===== src/verilog/fault_status_pkg.sv =====
// fault_status_pkg: offsets, field positions and reset values of the
// revision and fault status mirror register group.
// assumes the register interface carries an 8-bit register address.
package fault_status_pkg;

  localparam int REG_ADDR_W = 8;
  localparam int REG_DATA_W = 8;
  localparam int FLAG_W = 8;

  // register offsets
  localparam logic [7:0] REVISION_CODE_OFS = 8'h1d;
  localparam logic [7:0] FAULT_STATUS_ONE_OFS = 8'h2a;
  localparam logic [7:0] FAULT_STATUS_TWO_OFS = 8'h2b;
  localparam logic [7:0] FAULT_STATUS_THREE_OFS = 8'h2c;

  // reset values
  localparam logic [7:0] FAULT_STATUS_RESET = 8'h00;
  localparam logic [7:0] UNMAPPED_READ_VALUE = 8'h00;

  // revision fields
  localparam int REV_MAJOR_MSB = 7;
  localparam int REV_MAJOR_LSB = 4;
  localparam int REV_MINOR_MSB = 3;
  localparam int REV_MINOR_LSB = 0;

  // fault_status_one bit positions
  localparam int ONE_OVERVOLT_BIT = 7;
  localparam int ONE_UNDERVOLT_BIT = 6;
  localparam int ONE_OVERCURRENT_TIMEOUT_BIT = 5;
  localparam int ONE_MONITOR_ONE_BIT = 4;
  localparam int ONE_MONITOR_FIVE_BIT = 0;

  // fault_status_two bit positions
  localparam int TWO_SHARE_BIT = 7;
  localparam int TWO_ORING_FET_BIT = 6;
  localparam int TWO_REVERSE_BIT = 5;
  localparam int TWO_SUPPLY_OK_BIT = 4;
  localparam int TWO_GROUND_BIT = 3;
  localparam int TWO_INT_REF_BIT = 2;
  localparam int TWO_EXT_REF_BIT = 1;
  localparam int TWO_SUPPLY_OV_BIT = 0;

  // fault_status_three bit positions
  localparam int THREE_MAINS_OK_BIT = 7;
  localparam int THREE_POWER_ON_REQ_BIT = 6;
  localparam int THREE_POWER_ENABLE_BIT = 5;
  localparam int THREE_POWER_ON_LINK_BIT = 4;
  localparam int THREE_OUTPUT_OK_BIT = 3;
  localparam int THREE_OVERCURRENT_BIT = 2;
  localparam int THREE_PULSE_BIT = 1;
  localparam int THREE_FAULT_LATCH_BIT = 0;

endpackage


===== src/verilog/sticky_flag_bank.sv =====
// sticky_flag_bank: one register's worth of rising-edge sticky flags,
// cleared by a read unless the source is still high.
// assumes flag inputs and the read strobe are synchronous to i_clk_sys.
`timescale 1ns/1ps
`default_nettype none
module sticky_flag_bank
  import fault_status_pkg::*;
#(
  parameter int WIDTH = FLAG_W
) (
  // clock and reset
  input wire logic i_clk_sys,
  input wire logic i_nrst,
  // flag sources and clearing read
  input wire logic [WIDTH-1:0] i_source,
  input wire logic i_read_clear,
  // sticky flags
  output logic [WIDTH-1:0] o_sticky
);

  logic [WIDTH-1:0] source_prev;
  logic [WIDTH-1:0] sticky;
  wire logic [WIDTH-1:0] rise_edge;
  wire logic [WIDTH-1:0] keep_mask;
  wire logic [WIDTH-1:0] next_sticky;

  // level alone never sets a flag, only a low-to-high step does
  assign rise_edge = i_source & ~source_prev;
  // on a read, only flags whose source is still high survive
  assign keep_mask = i_read_clear ? i_source : {WIDTH{1'b1}};
  // a new edge wins over the clearing read in the same cycle
  assign next_sticky = (sticky & keep_mask) | rise_edge;

  // source history starts low so a fault present at reset release
  // registers as a rising edge on the first clock
  always_ff @(posedge i_clk_sys or negedge i_nrst) begin
    if (!i_nrst) begin
      source_prev <= '0;
      sticky <= '0;
    end else begin
      source_prev <= i_source;
      sticky <= next_sticky;
    end
  end

  assign o_sticky = sticky;

endmodule
`default_nettype wire


===== src/verilog/fault_status_mirror_regs.sv =====
// fault_status_mirror_regs: revision register and three read-to-clear
// fault status mirror registers behind the serial-bus register port.
// assumes the bus slave presents a one-cycle read strobe with an address
// and takes the read data one cycle later; fault inputs are synchronous.
// holds the revision code at 1Dh and the status mirrors at 2Ah to 2Ch;
// the fault detectors and the alert routing sit outside this block.
//
// Functional notes
// - revision upper nibble is a read-only device generation code.
// - revision lower nibble is read-only minor revision, counting from zero.
// - sticky flags set only on a rising edge of their source.
// - reading a status register clears flags whose fault has gone.
// - first status register at 2Ah, resets to zero.
// - status one: bit7 overvoltage, bit6 undervoltage, bits4-0 monitors 1-5.
// - status one bit5 timed-out overcurrent; raw overcurrent in status three.
// - status two at 2Bh: share, oring fet, reverse, supply ok, gnd, refs.
// - status three at 2Ch: mains, power-on, enable, link, dc, oc, pulse.
`timescale 1ns/1ps
`default_nettype none
module fault_status_mirror_regs
  import fault_status_pkg::*;
#(
  parameter logic [3:0] MAJOR_REVISION = 4'h0, // arbitrary value
  parameter logic [3:0] MINOR_REVISION = 4'h0 // arbitrary value
) (
  // clock and reset
  input wire logic i_clk_sys,
  input wire logic i_nrst,
  // register port from the serial-bus slave
  input wire logic i_reg_read,
  input wire logic [REG_ADDR_W-1:0] i_reg_addr,
  output logic [REG_DATA_W-1:0] o_reg_rdata,
  output logic o_reg_rvalid,
  // status one sources
  input wire logic i_overvolt_fault,
  input wire logic i_undervolt_fault,
  input wire logic i_overcurrent_timeout,
  input wire logic [4:0] i_monitor_flag,
  // status two sources
  input wire logic i_current_share_fault,
  input wire logic i_oring_fet_fault,
  input wire logic i_reverse_fault,
  input wire logic i_supply_ok_fault,
  input wire logic i_ground_fault,
  input wire logic i_int_ref_fault,
  input wire logic i_ext_ref_fault,
  input wire logic i_supply_ov_fault,
  // status three sources
  input wire logic i_mains_ok_fault,
  input wire logic i_power_on_request_fault,
  input wire logic i_power_enable_fault,
  input wire logic i_power_on_link_fault,
  input wire logic i_output_ok_fault,
  input wire logic i_overcurrent_fault,
  input wire logic i_pulse_fault,
  input wire logic i_fault_latch,
  // live sticky views for alert routing
  output logic [FLAG_W-1:0] o_fault_status_one,
  output logic [FLAG_W-1:0] o_fault_status_two,
  output logic [FLAG_W-1:0] o_fault_status_three
);

  // per-register source words and sticky bank outputs
  wire logic [FLAG_W-1:0] source_one;
  wire logic [FLAG_W-1:0] source_two;
  wire logic [FLAG_W-1:0] source_three;
  wire logic [FLAG_W-1:0] fault_status_one;
  wire logic [FLAG_W-1:0] fault_status_two;
  wire logic [FLAG_W-1:0] fault_status_three;

  // revision, decode and read path
  wire logic [REG_DATA_W-1:0] revision_code;
  wire logic hit_revision;
  wire logic hit_one;
  wire logic hit_two;
  wire logic hit_three;
  wire logic clear_one;
  wire logic clear_two;
  wire logic clear_three;
  logic [REG_DATA_W-1:0] next_rdata;
  logic [REG_DATA_W-1:0] rdata;
  logic rvalid;

  // named sticky flags of status one
  wire logic overvolt_sticky;
  wire logic undervolt_sticky;
  wire logic overcurrent_timeout_sticky;
  wire logic monitor_one_sticky;
  wire logic monitor_two_sticky;
  wire logic monitor_three_sticky;
  wire logic monitor_four_sticky;
  wire logic monitor_five_sticky;
  // named sticky flags of status two
  wire logic current_share_fault_sticky;
  wire logic oring_fet_fault_sticky;
  wire logic reverse_fault_sticky;
  wire logic supply_ok_fault_sticky;
  wire logic ground_fault_sticky;
  wire logic int_ref_fault_sticky;
  wire logic ext_ref_fault_sticky;
  wire logic supply_ov_fault_sticky;
  // named sticky flags of status three
  wire logic mains_ok_fault_sticky;
  wire logic power_on_request_fault_sticky;
  wire logic power_enable_fault_sticky;
  wire logic power_on_link_fault_sticky;
  wire logic output_ok_fault_sticky;
  wire logic overcurrent_fault_sticky;
  wire logic pulse_fault_sticky;
  wire logic fault_latch_sticky;
  // whole words rebuilt from the named flags
  wire logic [FLAG_W-1:0] status_one_word;
  wire logic [FLAG_W-1:0] status_two_word;
  wire logic [FLAG_W-1:0] status_three_word;

  // status one bit map; monitor one lands in bit 4 down to five in bit 0
  assign source_one[ONE_OVERVOLT_BIT] = i_overvolt_fault;
  assign source_one[ONE_UNDERVOLT_BIT] = i_undervolt_fault;
  assign source_one[ONE_OVERCURRENT_TIMEOUT_BIT] =
    i_overcurrent_timeout;
  assign source_one[ONE_MONITOR_ONE_BIT:ONE_MONITOR_FIVE_BIT] = {
    i_monitor_flag[0], i_monitor_flag[1], i_monitor_flag[2],
    i_monitor_flag[3], i_monitor_flag[4]};

  // status two bit map
  assign source_two[TWO_SHARE_BIT] = i_current_share_fault;
  assign source_two[TWO_ORING_FET_BIT] = i_oring_fet_fault;
  assign source_two[TWO_REVERSE_BIT] = i_reverse_fault;
  assign source_two[TWO_SUPPLY_OK_BIT] = i_supply_ok_fault;
  assign source_two[TWO_GROUND_BIT] = i_ground_fault;
  assign source_two[TWO_INT_REF_BIT] = i_int_ref_fault;
  assign source_two[TWO_EXT_REF_BIT] = i_ext_ref_fault;
  assign source_two[TWO_SUPPLY_OV_BIT] = i_supply_ov_fault;

  // status three bit map; raw overcurrent kept apart from the timed one
  assign source_three[THREE_MAINS_OK_BIT] = i_mains_ok_fault;
  assign source_three[THREE_POWER_ON_REQ_BIT] =
    i_power_on_request_fault;
  assign source_three[THREE_POWER_ENABLE_BIT] = i_power_enable_fault;
  assign source_three[THREE_POWER_ON_LINK_BIT] =
    i_power_on_link_fault;
  assign source_three[THREE_OUTPUT_OK_BIT] = i_output_ok_fault;
  assign source_three[THREE_OVERCURRENT_BIT] = i_overcurrent_fault;
  assign source_three[THREE_PULSE_BIT] = i_pulse_fault;
  assign source_three[THREE_FAULT_LATCH_BIT] = i_fault_latch;

  // address decode; unmapped reads return zero and clear nothing
  assign hit_revision = (i_reg_addr == REVISION_CODE_OFS);
  assign hit_one = (i_reg_addr == FAULT_STATUS_ONE_OFS);
  assign hit_two = (i_reg_addr == FAULT_STATUS_TWO_OFS);
  assign hit_three = (i_reg_addr == FAULT_STATUS_THREE_OFS);
  // a clear needs the strobe as well as the address, so an idle bus
  // that happens to show a status address clears nothing
  assign clear_one = i_reg_read & hit_one;
  assign clear_two = i_reg_read & hit_two;
  assign clear_three = i_reg_read & hit_three;

  // revision is wired constant: reading it has no side effect, so a stray
  // factory-test read by the host is harmless
  assign revision_code[REV_MAJOR_MSB:REV_MAJOR_LSB] = MAJOR_REVISION;
  assign revision_code[REV_MINOR_MSB:REV_MINOR_LSB] = MINOR_REVISION;

  // one sticky bank per status register, reset to all zeros
  sticky_flag_bank #(
    .WIDTH(FLAG_W)
  ) u_status_one (
    .i_clk_sys(i_clk_sys),
    .i_nrst(i_nrst),
    .i_source(source_one),
    .i_read_clear(clear_one),
    .o_sticky(fault_status_one)
  );

  // status two bank; its edges and clears are independent of the others
  sticky_flag_bank #(
    .WIDTH(FLAG_W)
  ) u_status_two (
    .i_clk_sys(i_clk_sys),
    .i_nrst(i_nrst),
    .i_source(source_two),
    .i_read_clear(clear_two),
    .o_sticky(fault_status_two)
  );

  sticky_flag_bank #(
    .WIDTH(FLAG_W)
  ) u_status_three (
    .i_clk_sys(i_clk_sys),
    .i_nrst(i_nrst),
    .i_source(source_three),
    .i_read_clear(clear_three),
    .o_sticky(fault_status_three)
  );

  // named flags pulled out of the sticky banks, status one
  assign overvolt_sticky =
    fault_status_one[ONE_OVERVOLT_BIT];
  assign undervolt_sticky =
    fault_status_one[ONE_UNDERVOLT_BIT];
  assign overcurrent_timeout_sticky =
    fault_status_one[ONE_OVERCURRENT_TIMEOUT_BIT];
  assign monitor_one_sticky =
    fault_status_one[ONE_MONITOR_ONE_BIT];
  assign monitor_two_sticky =
    fault_status_one[ONE_MONITOR_ONE_BIT-1];
  assign monitor_three_sticky =
    fault_status_one[ONE_MONITOR_ONE_BIT-2];
  assign monitor_four_sticky =
    fault_status_one[ONE_MONITOR_ONE_BIT-3];
  assign monitor_five_sticky =
    fault_status_one[ONE_MONITOR_FIVE_BIT];

  // status two
  assign current_share_fault_sticky =
    fault_status_two[TWO_SHARE_BIT];
  assign oring_fet_fault_sticky =
    fault_status_two[TWO_ORING_FET_BIT];
  assign reverse_fault_sticky =
    fault_status_two[TWO_REVERSE_BIT];
  assign supply_ok_fault_sticky =
    fault_status_two[TWO_SUPPLY_OK_BIT];
  assign ground_fault_sticky =
    fault_status_two[TWO_GROUND_BIT];
  assign int_ref_fault_sticky =
    fault_status_two[TWO_INT_REF_BIT];
  assign ext_ref_fault_sticky =
    fault_status_two[TWO_EXT_REF_BIT];
  assign supply_ov_fault_sticky =
    fault_status_two[TWO_SUPPLY_OV_BIT];

  // status three
  assign mains_ok_fault_sticky =
    fault_status_three[THREE_MAINS_OK_BIT];
  assign power_on_request_fault_sticky =
    fault_status_three[THREE_POWER_ON_REQ_BIT];
  assign power_enable_fault_sticky =
    fault_status_three[THREE_POWER_ENABLE_BIT];
  assign power_on_link_fault_sticky =
    fault_status_three[THREE_POWER_ON_LINK_BIT];
  assign output_ok_fault_sticky =
    fault_status_three[THREE_OUTPUT_OK_BIT];
  assign overcurrent_fault_sticky =
    fault_status_three[THREE_OVERCURRENT_BIT];
  assign pulse_fault_sticky =
    fault_status_three[THREE_PULSE_BIT];
  assign fault_latch_sticky =
    fault_status_three[THREE_FAULT_LATCH_BIT];

  // the read mux and the live outputs share these words, so the host
  // and the alert routing can never see two different bit maps
  assign status_one_word = {overvolt_sticky, undervolt_sticky,
    overcurrent_timeout_sticky, monitor_one_sticky, monitor_two_sticky,
    monitor_three_sticky, monitor_four_sticky, monitor_five_sticky};
  assign status_two_word = {current_share_fault_sticky,
    oring_fet_fault_sticky, reverse_fault_sticky, supply_ok_fault_sticky,
    ground_fault_sticky, int_ref_fault_sticky, ext_ref_fault_sticky,
    supply_ov_fault_sticky};
  assign status_three_word = {mains_ok_fault_sticky,
    power_on_request_fault_sticky, power_enable_fault_sticky,
    power_on_link_fault_sticky, output_ok_fault_sticky,
    overcurrent_fault_sticky, pulse_fault_sticky, fault_latch_sticky};

  // read mux; data returned is the value before the read's clear applies,
  // so the host always sees the flags that the read is clearing
  // the mux follows the address alone; only the strobe captures it
  always_comb begin
    if (hit_revision) begin
      next_rdata = revision_code;
    end else if (hit_one) begin
      next_rdata = status_one_word;
    end else if (hit_two) begin
      next_rdata = status_two_word;
    end else if (hit_three) begin
      next_rdata = status_three_word;
    end else begin
      next_rdata = UNMAPPED_READ_VALUE;
    end
  end

  // read data register, held until the next read; rvalid is a one-cycle
  // pulse, so a slave that needs more time must latch rvalid, not rdata
  always_ff @(posedge i_clk_sys or negedge i_nrst) begin
    if (!i_nrst) begin
      rdata <= '0;
      rvalid <= 1'b0;
    end else begin
      rvalid <= i_reg_read;
      if (i_reg_read) begin
        rdata <= next_rdata;
      end
    end
  end

  assign o_reg_rdata = rdata;
  assign o_reg_rvalid = rvalid;
  assign o_fault_status_one = status_one_word;
  assign o_fault_status_two = status_two_word;
  assign o_fault_status_three = status_three_word;

endmodule
`default_nettype wire


===== config.mk =====
export PLATFORM = sky130hd
export DESIGN_NAME = fault_status_mirror_regs
export DESIGN_NICKNAME = d
export VERILOG_FILES = /design/src/verilog/fault_status_pkg.sv /design/src/verilog/sticky_flag_bank.sv /design/src/verilog/fault_status_mirror_regs.sv
export SDC_FILE = /design/constraint.sdc
export NUM_CORES = 1
export LEC_CHECK = 0
export BUFFER_PORTS_ARGS = -buffer_cell sky130_fd_sc_hd__clkbuf_2
export CAP_MARGIN = 20
export CELL_PAD_IN_SITES_DETAIL_PLACEMENT = 1
export CELL_PAD_IN_SITES_GLOBAL_PLACEMENT = 1
export CORE_MARGIN = 5
export CORE_UTILIZATION = 36
export CTS_CLUSTER_DIAMETER = 40
export DETAILED_ROUTE_END_ITERATION = 12
export PLACE_DENSITY = 0.85
export SETUP_SLACK_MARGIN = 0.4
export SLEW_MARGIN = 20
export SYNTH_ARGS = -nofsm -noshare
export SYNTH_HDL_FRONTEND = slang
export SYNTH_SLANG_ARGS = --single-unit
export TNS_END_PERCENT = 30

===== constraint.sdc =====
create_clock -name i_clk_sys -period 0.8 [get_ports i_clk_sys]
set_input_delay 0.16 -clock i_clk_sys [delete_from_list [all_inputs] [get_ports i_clk_sys]]
set_output_delay 0.16 -clock i_clk_sys [all_outputs]
set_load 0.1 [all_outputs]

==> flow_metrics.tcl <==
set metrics [dict create \
    r2r_start "u_status_three.o_sticky[1]" \
    syn2layout_area_growth_pct 100.2 \
    min_period_ns 1.325 \
    cp_max_fo 2 \
    reg2reg_depth 3 \
    maxCapViolCount 0 \
    cts_tree "built" \
    first_pass_iters 4 \
    synth_commonest_cells "dfrtp_1 (57), nand2b_1 (25), a22o_1 (16), inv_1 (16)" \
    nets 341 \
    cts_num_sinks 57 \
    grtUsageTotal_pct 27.40 \
    synth_compound_area_share_pct 17.90 \
    drtAntennaViolNets 0 \
    grt_pass1_vias 2445 \
    tightest_slew_ns 0.5894 \
    globalRouteOverflowTotal 0 \
    comb_power_share_pct 8.9 \
    yosys_most_used_dff "dfrtp_1" \
    pwr-share-seq_pct 40.5 \
    p_switching_mw 1.915 \
    max-slew-margin-rel_pct 60.71 \
    grt_setup_unrepaired "yes" \
    die_width_um 88.94 \
    synth_area_leaders "dfrtp_1 (64%), nand2b_1 (7.0%), a22o_1 (6.2%)" \
    worstPathRequired_ns 0.64 \
    power_density_mw_per_mm2 1657 \
    leakagePower_nw 2.034 \
    antenna_cells 0 \
    synthXorXnorAreaFrac_pct 0 \
    core_area_sq_mm 0.005991 \
    synth_cells 176 \
    route.detailed.drc 0 \
    syn_area_sq_mm 0.002243 \
    post_synth.cell_area_avg_sq_um 12.75 \
    final_max_slew_viol_count 0 \
    drive_above_1_share_pct 74.92 \
    path_class "reg2out" \
    fmax_mhz 754.9 \
    grt_pass1_wl_mm 15.01 \
    synth_top_family_by_area "compound AO/OA/AOI/OAI gates" \
    synth.most_common_cell "dfrtp_1" \
    ys_seq_elements 57 \
    io_buffers 67 \
    finalSetupViolCount 65 \
    synthAdderAreaFrac_pct 0 \
    placed_cell_area_sq_mm 0.003647 \
    clk_latency_ns 0.36 \
    fp-row-count 28 \
    ir_drop_mv 1.574 \
    violations "negative hold slack, negative setup slack" \
    routed_via_density 5.811 \
    clock_power_share_pct 50.5 \
    status "finished with violations" \
    die_h_um 88.94 \
    io_pins 68 \
    reg2reg_slack_ns -0.47 \
    hp-class "in2async" \
    r2r_end "o_reg_rdata[1]" \
    async_reset_ff_share_pct 100.0 \
    finalSetupTns_ns -23.85 \
    place_congestion 0.8248 \
    drtIter0Drc 155 \
    cts_buffer_depth 2 \
    initial_core_util_pct 37.45 \
    num_vias 2243 \
    ctsHtreeMaxLevel 3 \
    ys_types 25 \
    seq_area_frac_synth_pct 63.58 \
    path_clk_slew_ns 0.09 \
    final_cells 386 \
    cts_root_buf "clkbuf_8" \
    post-place-ws_ns -0.7048 \
    dpl.cell_count 344 \
    hold_viol_final 74 \
    grt_antenna_before_repair 0 \
    die_area_sq_mm 0.007910 \
    p_int_mw 5.526 \
    ys_warn_count 0 \
    wirelength_mm 11.85 \
    wire_per_inst_um 30.71 \
    grt_max_degree 58 \
    switching_share_pct 25.74 \
    synth_top_area_share_pct 63.58 \
    synth_edf_count 0 \
    clock_skew_ns 0.01460 \
    syn_nets 211 \
    fin_area_sq_mm 0.004491 \
    cts_made_buffers 9 \
    synth.area.mux_share_pct 0 \
    hpwl_mm 5.928 \
    synth_area_leader_cell "dfrtp_1" \
    crit_path_end_kind "output pin" \
    hold_slack_ns -0.2101 \
    synthSimpleGateAreaFrac_pct 14.05 \
    fin_crit_sh_pct 165.6 \
    worst_ep_arrival_time_ns 1.16 \
    crit_path_start_kind "flop" \
    finalWorstSetupSlack_ns -0.5246 \
]
-- flip-flops by register name (all words and copies together) (netlist names) --
register,flops
u_status_three.source_prev,8
u_status_two.o_sticky,8
u_status_one.o_sticky,8
o_reg_rvalid,1
o_reg_rdata,8
u_status_two.source_prev,8
u_status_one.source_prev,8
u_status_three.o_sticky,8
-- how the worst max path moves through the flow --
stage,slack [ns],to,startpoint,cells past startpoint
after floorplan,-0.38,o_reg_rdata[6],i_reg_addr[6],4
after global placement,-0.55,o_reg_rdata[3],i_reg_addr[1],4
after detailed placement,-0.70,o_reg_rdata[4],i_reg_addr[1],4
after CTS,-0.50,o_fault_status_two[5],u_status_two.o_sticky[5],2
after global routing,-0.55,o_reg_rdata[1],i_reg_addr[0],6
final,-0.52,o_fault_status_three[7],u_status_three.o_sticky[7],2
-- metal layers --
layer,vias up,wire length [um],track usage [%]
li1,911,-,-
met1,1168,4178,28.94
met2,118,6339,48.72
met3,46,648,5.438
met4,0,686,19.08
met5,-,0,0
-- metrics by stage --
step / power, mW / utilization (%) / hold WS (ns)
after CTS: 7.178 / 71.18 / -0.1775
final: 7.441 / 74.96 / -0.2101
after global routing: 7.592 / 74.96 / -0.1844
after detailed placement: 3.597 / 60.88 / 0.1881
after global placement: 3.559 / 60.88 / 0.1845
after floorplan: 3.239 / - / -0.1356
-- worst max-delay path, stage by stage (launching register included) --
cell and delay (ns):
dfrtp_4 0.51, buf_6 0.13, buf_12 0.15
-- placed cells by master, fill, tap and decap left out, types with 3 or more instances in the layout --
master and instances:
dfrtp_1 25, o32ai_1 3, clkbuf_2 32, nand2b_4 19, o41ai_2 6, o32ai_2 5, nor3_2 7, buf_6 29
o21ai_1 6, inv_1 16, clkbuf_8 13, a22o_1 16, dfrtp_2 8, a32oi_2 7, dfrtp_4 24, buf_12 34
nand2b_1 5, buf_4 32, bufinv_16 3
-- repair_timing --
| item | in CTS | in global routing |
|---|---|---|
| pin swaps | 9 | 12 |
| hold endpoints to repair | 74 | 74 |
| resized for setup | 43 | 28 |
| buffers inserted | 17 | 9 |
| endpoints found under the setup margin | 65 | 65 |
-- area by class of cell --
cell class / instances / area, sq um
fill: 504 / 1500
multi-input combinational: 94 / 1126
clock inverter: 4 / 97.59
tap: 75 / 93.84
inverter: 16 / 60.06
timing repair buffer: 128 / 1421
sequential: 57 / 1526
clock buffer: 12 / 165.2
-- kinds of logic after synthesis --
| logic type | count (synthesis) |
|---|---|
| DFF | 57 |
| AOI/OAI and AO/OA | 49 |
| buffers and inverters | 25 |
| and+or+nand+nor | 45 |
-- power groups by stage --
stage	clock (mW)	sequential [mW]	combinational [mW]
floorplan	0	3.12	0.117
global route	3.88	3.02	0.695
CTS	3.58	3.01	0.591
global placement	0	3.05	0.505
finish	3.76	3.02	0.663
detailed placement	0	3.06	0.535
No activity file was read; power rests on OpenSTA's default activity.
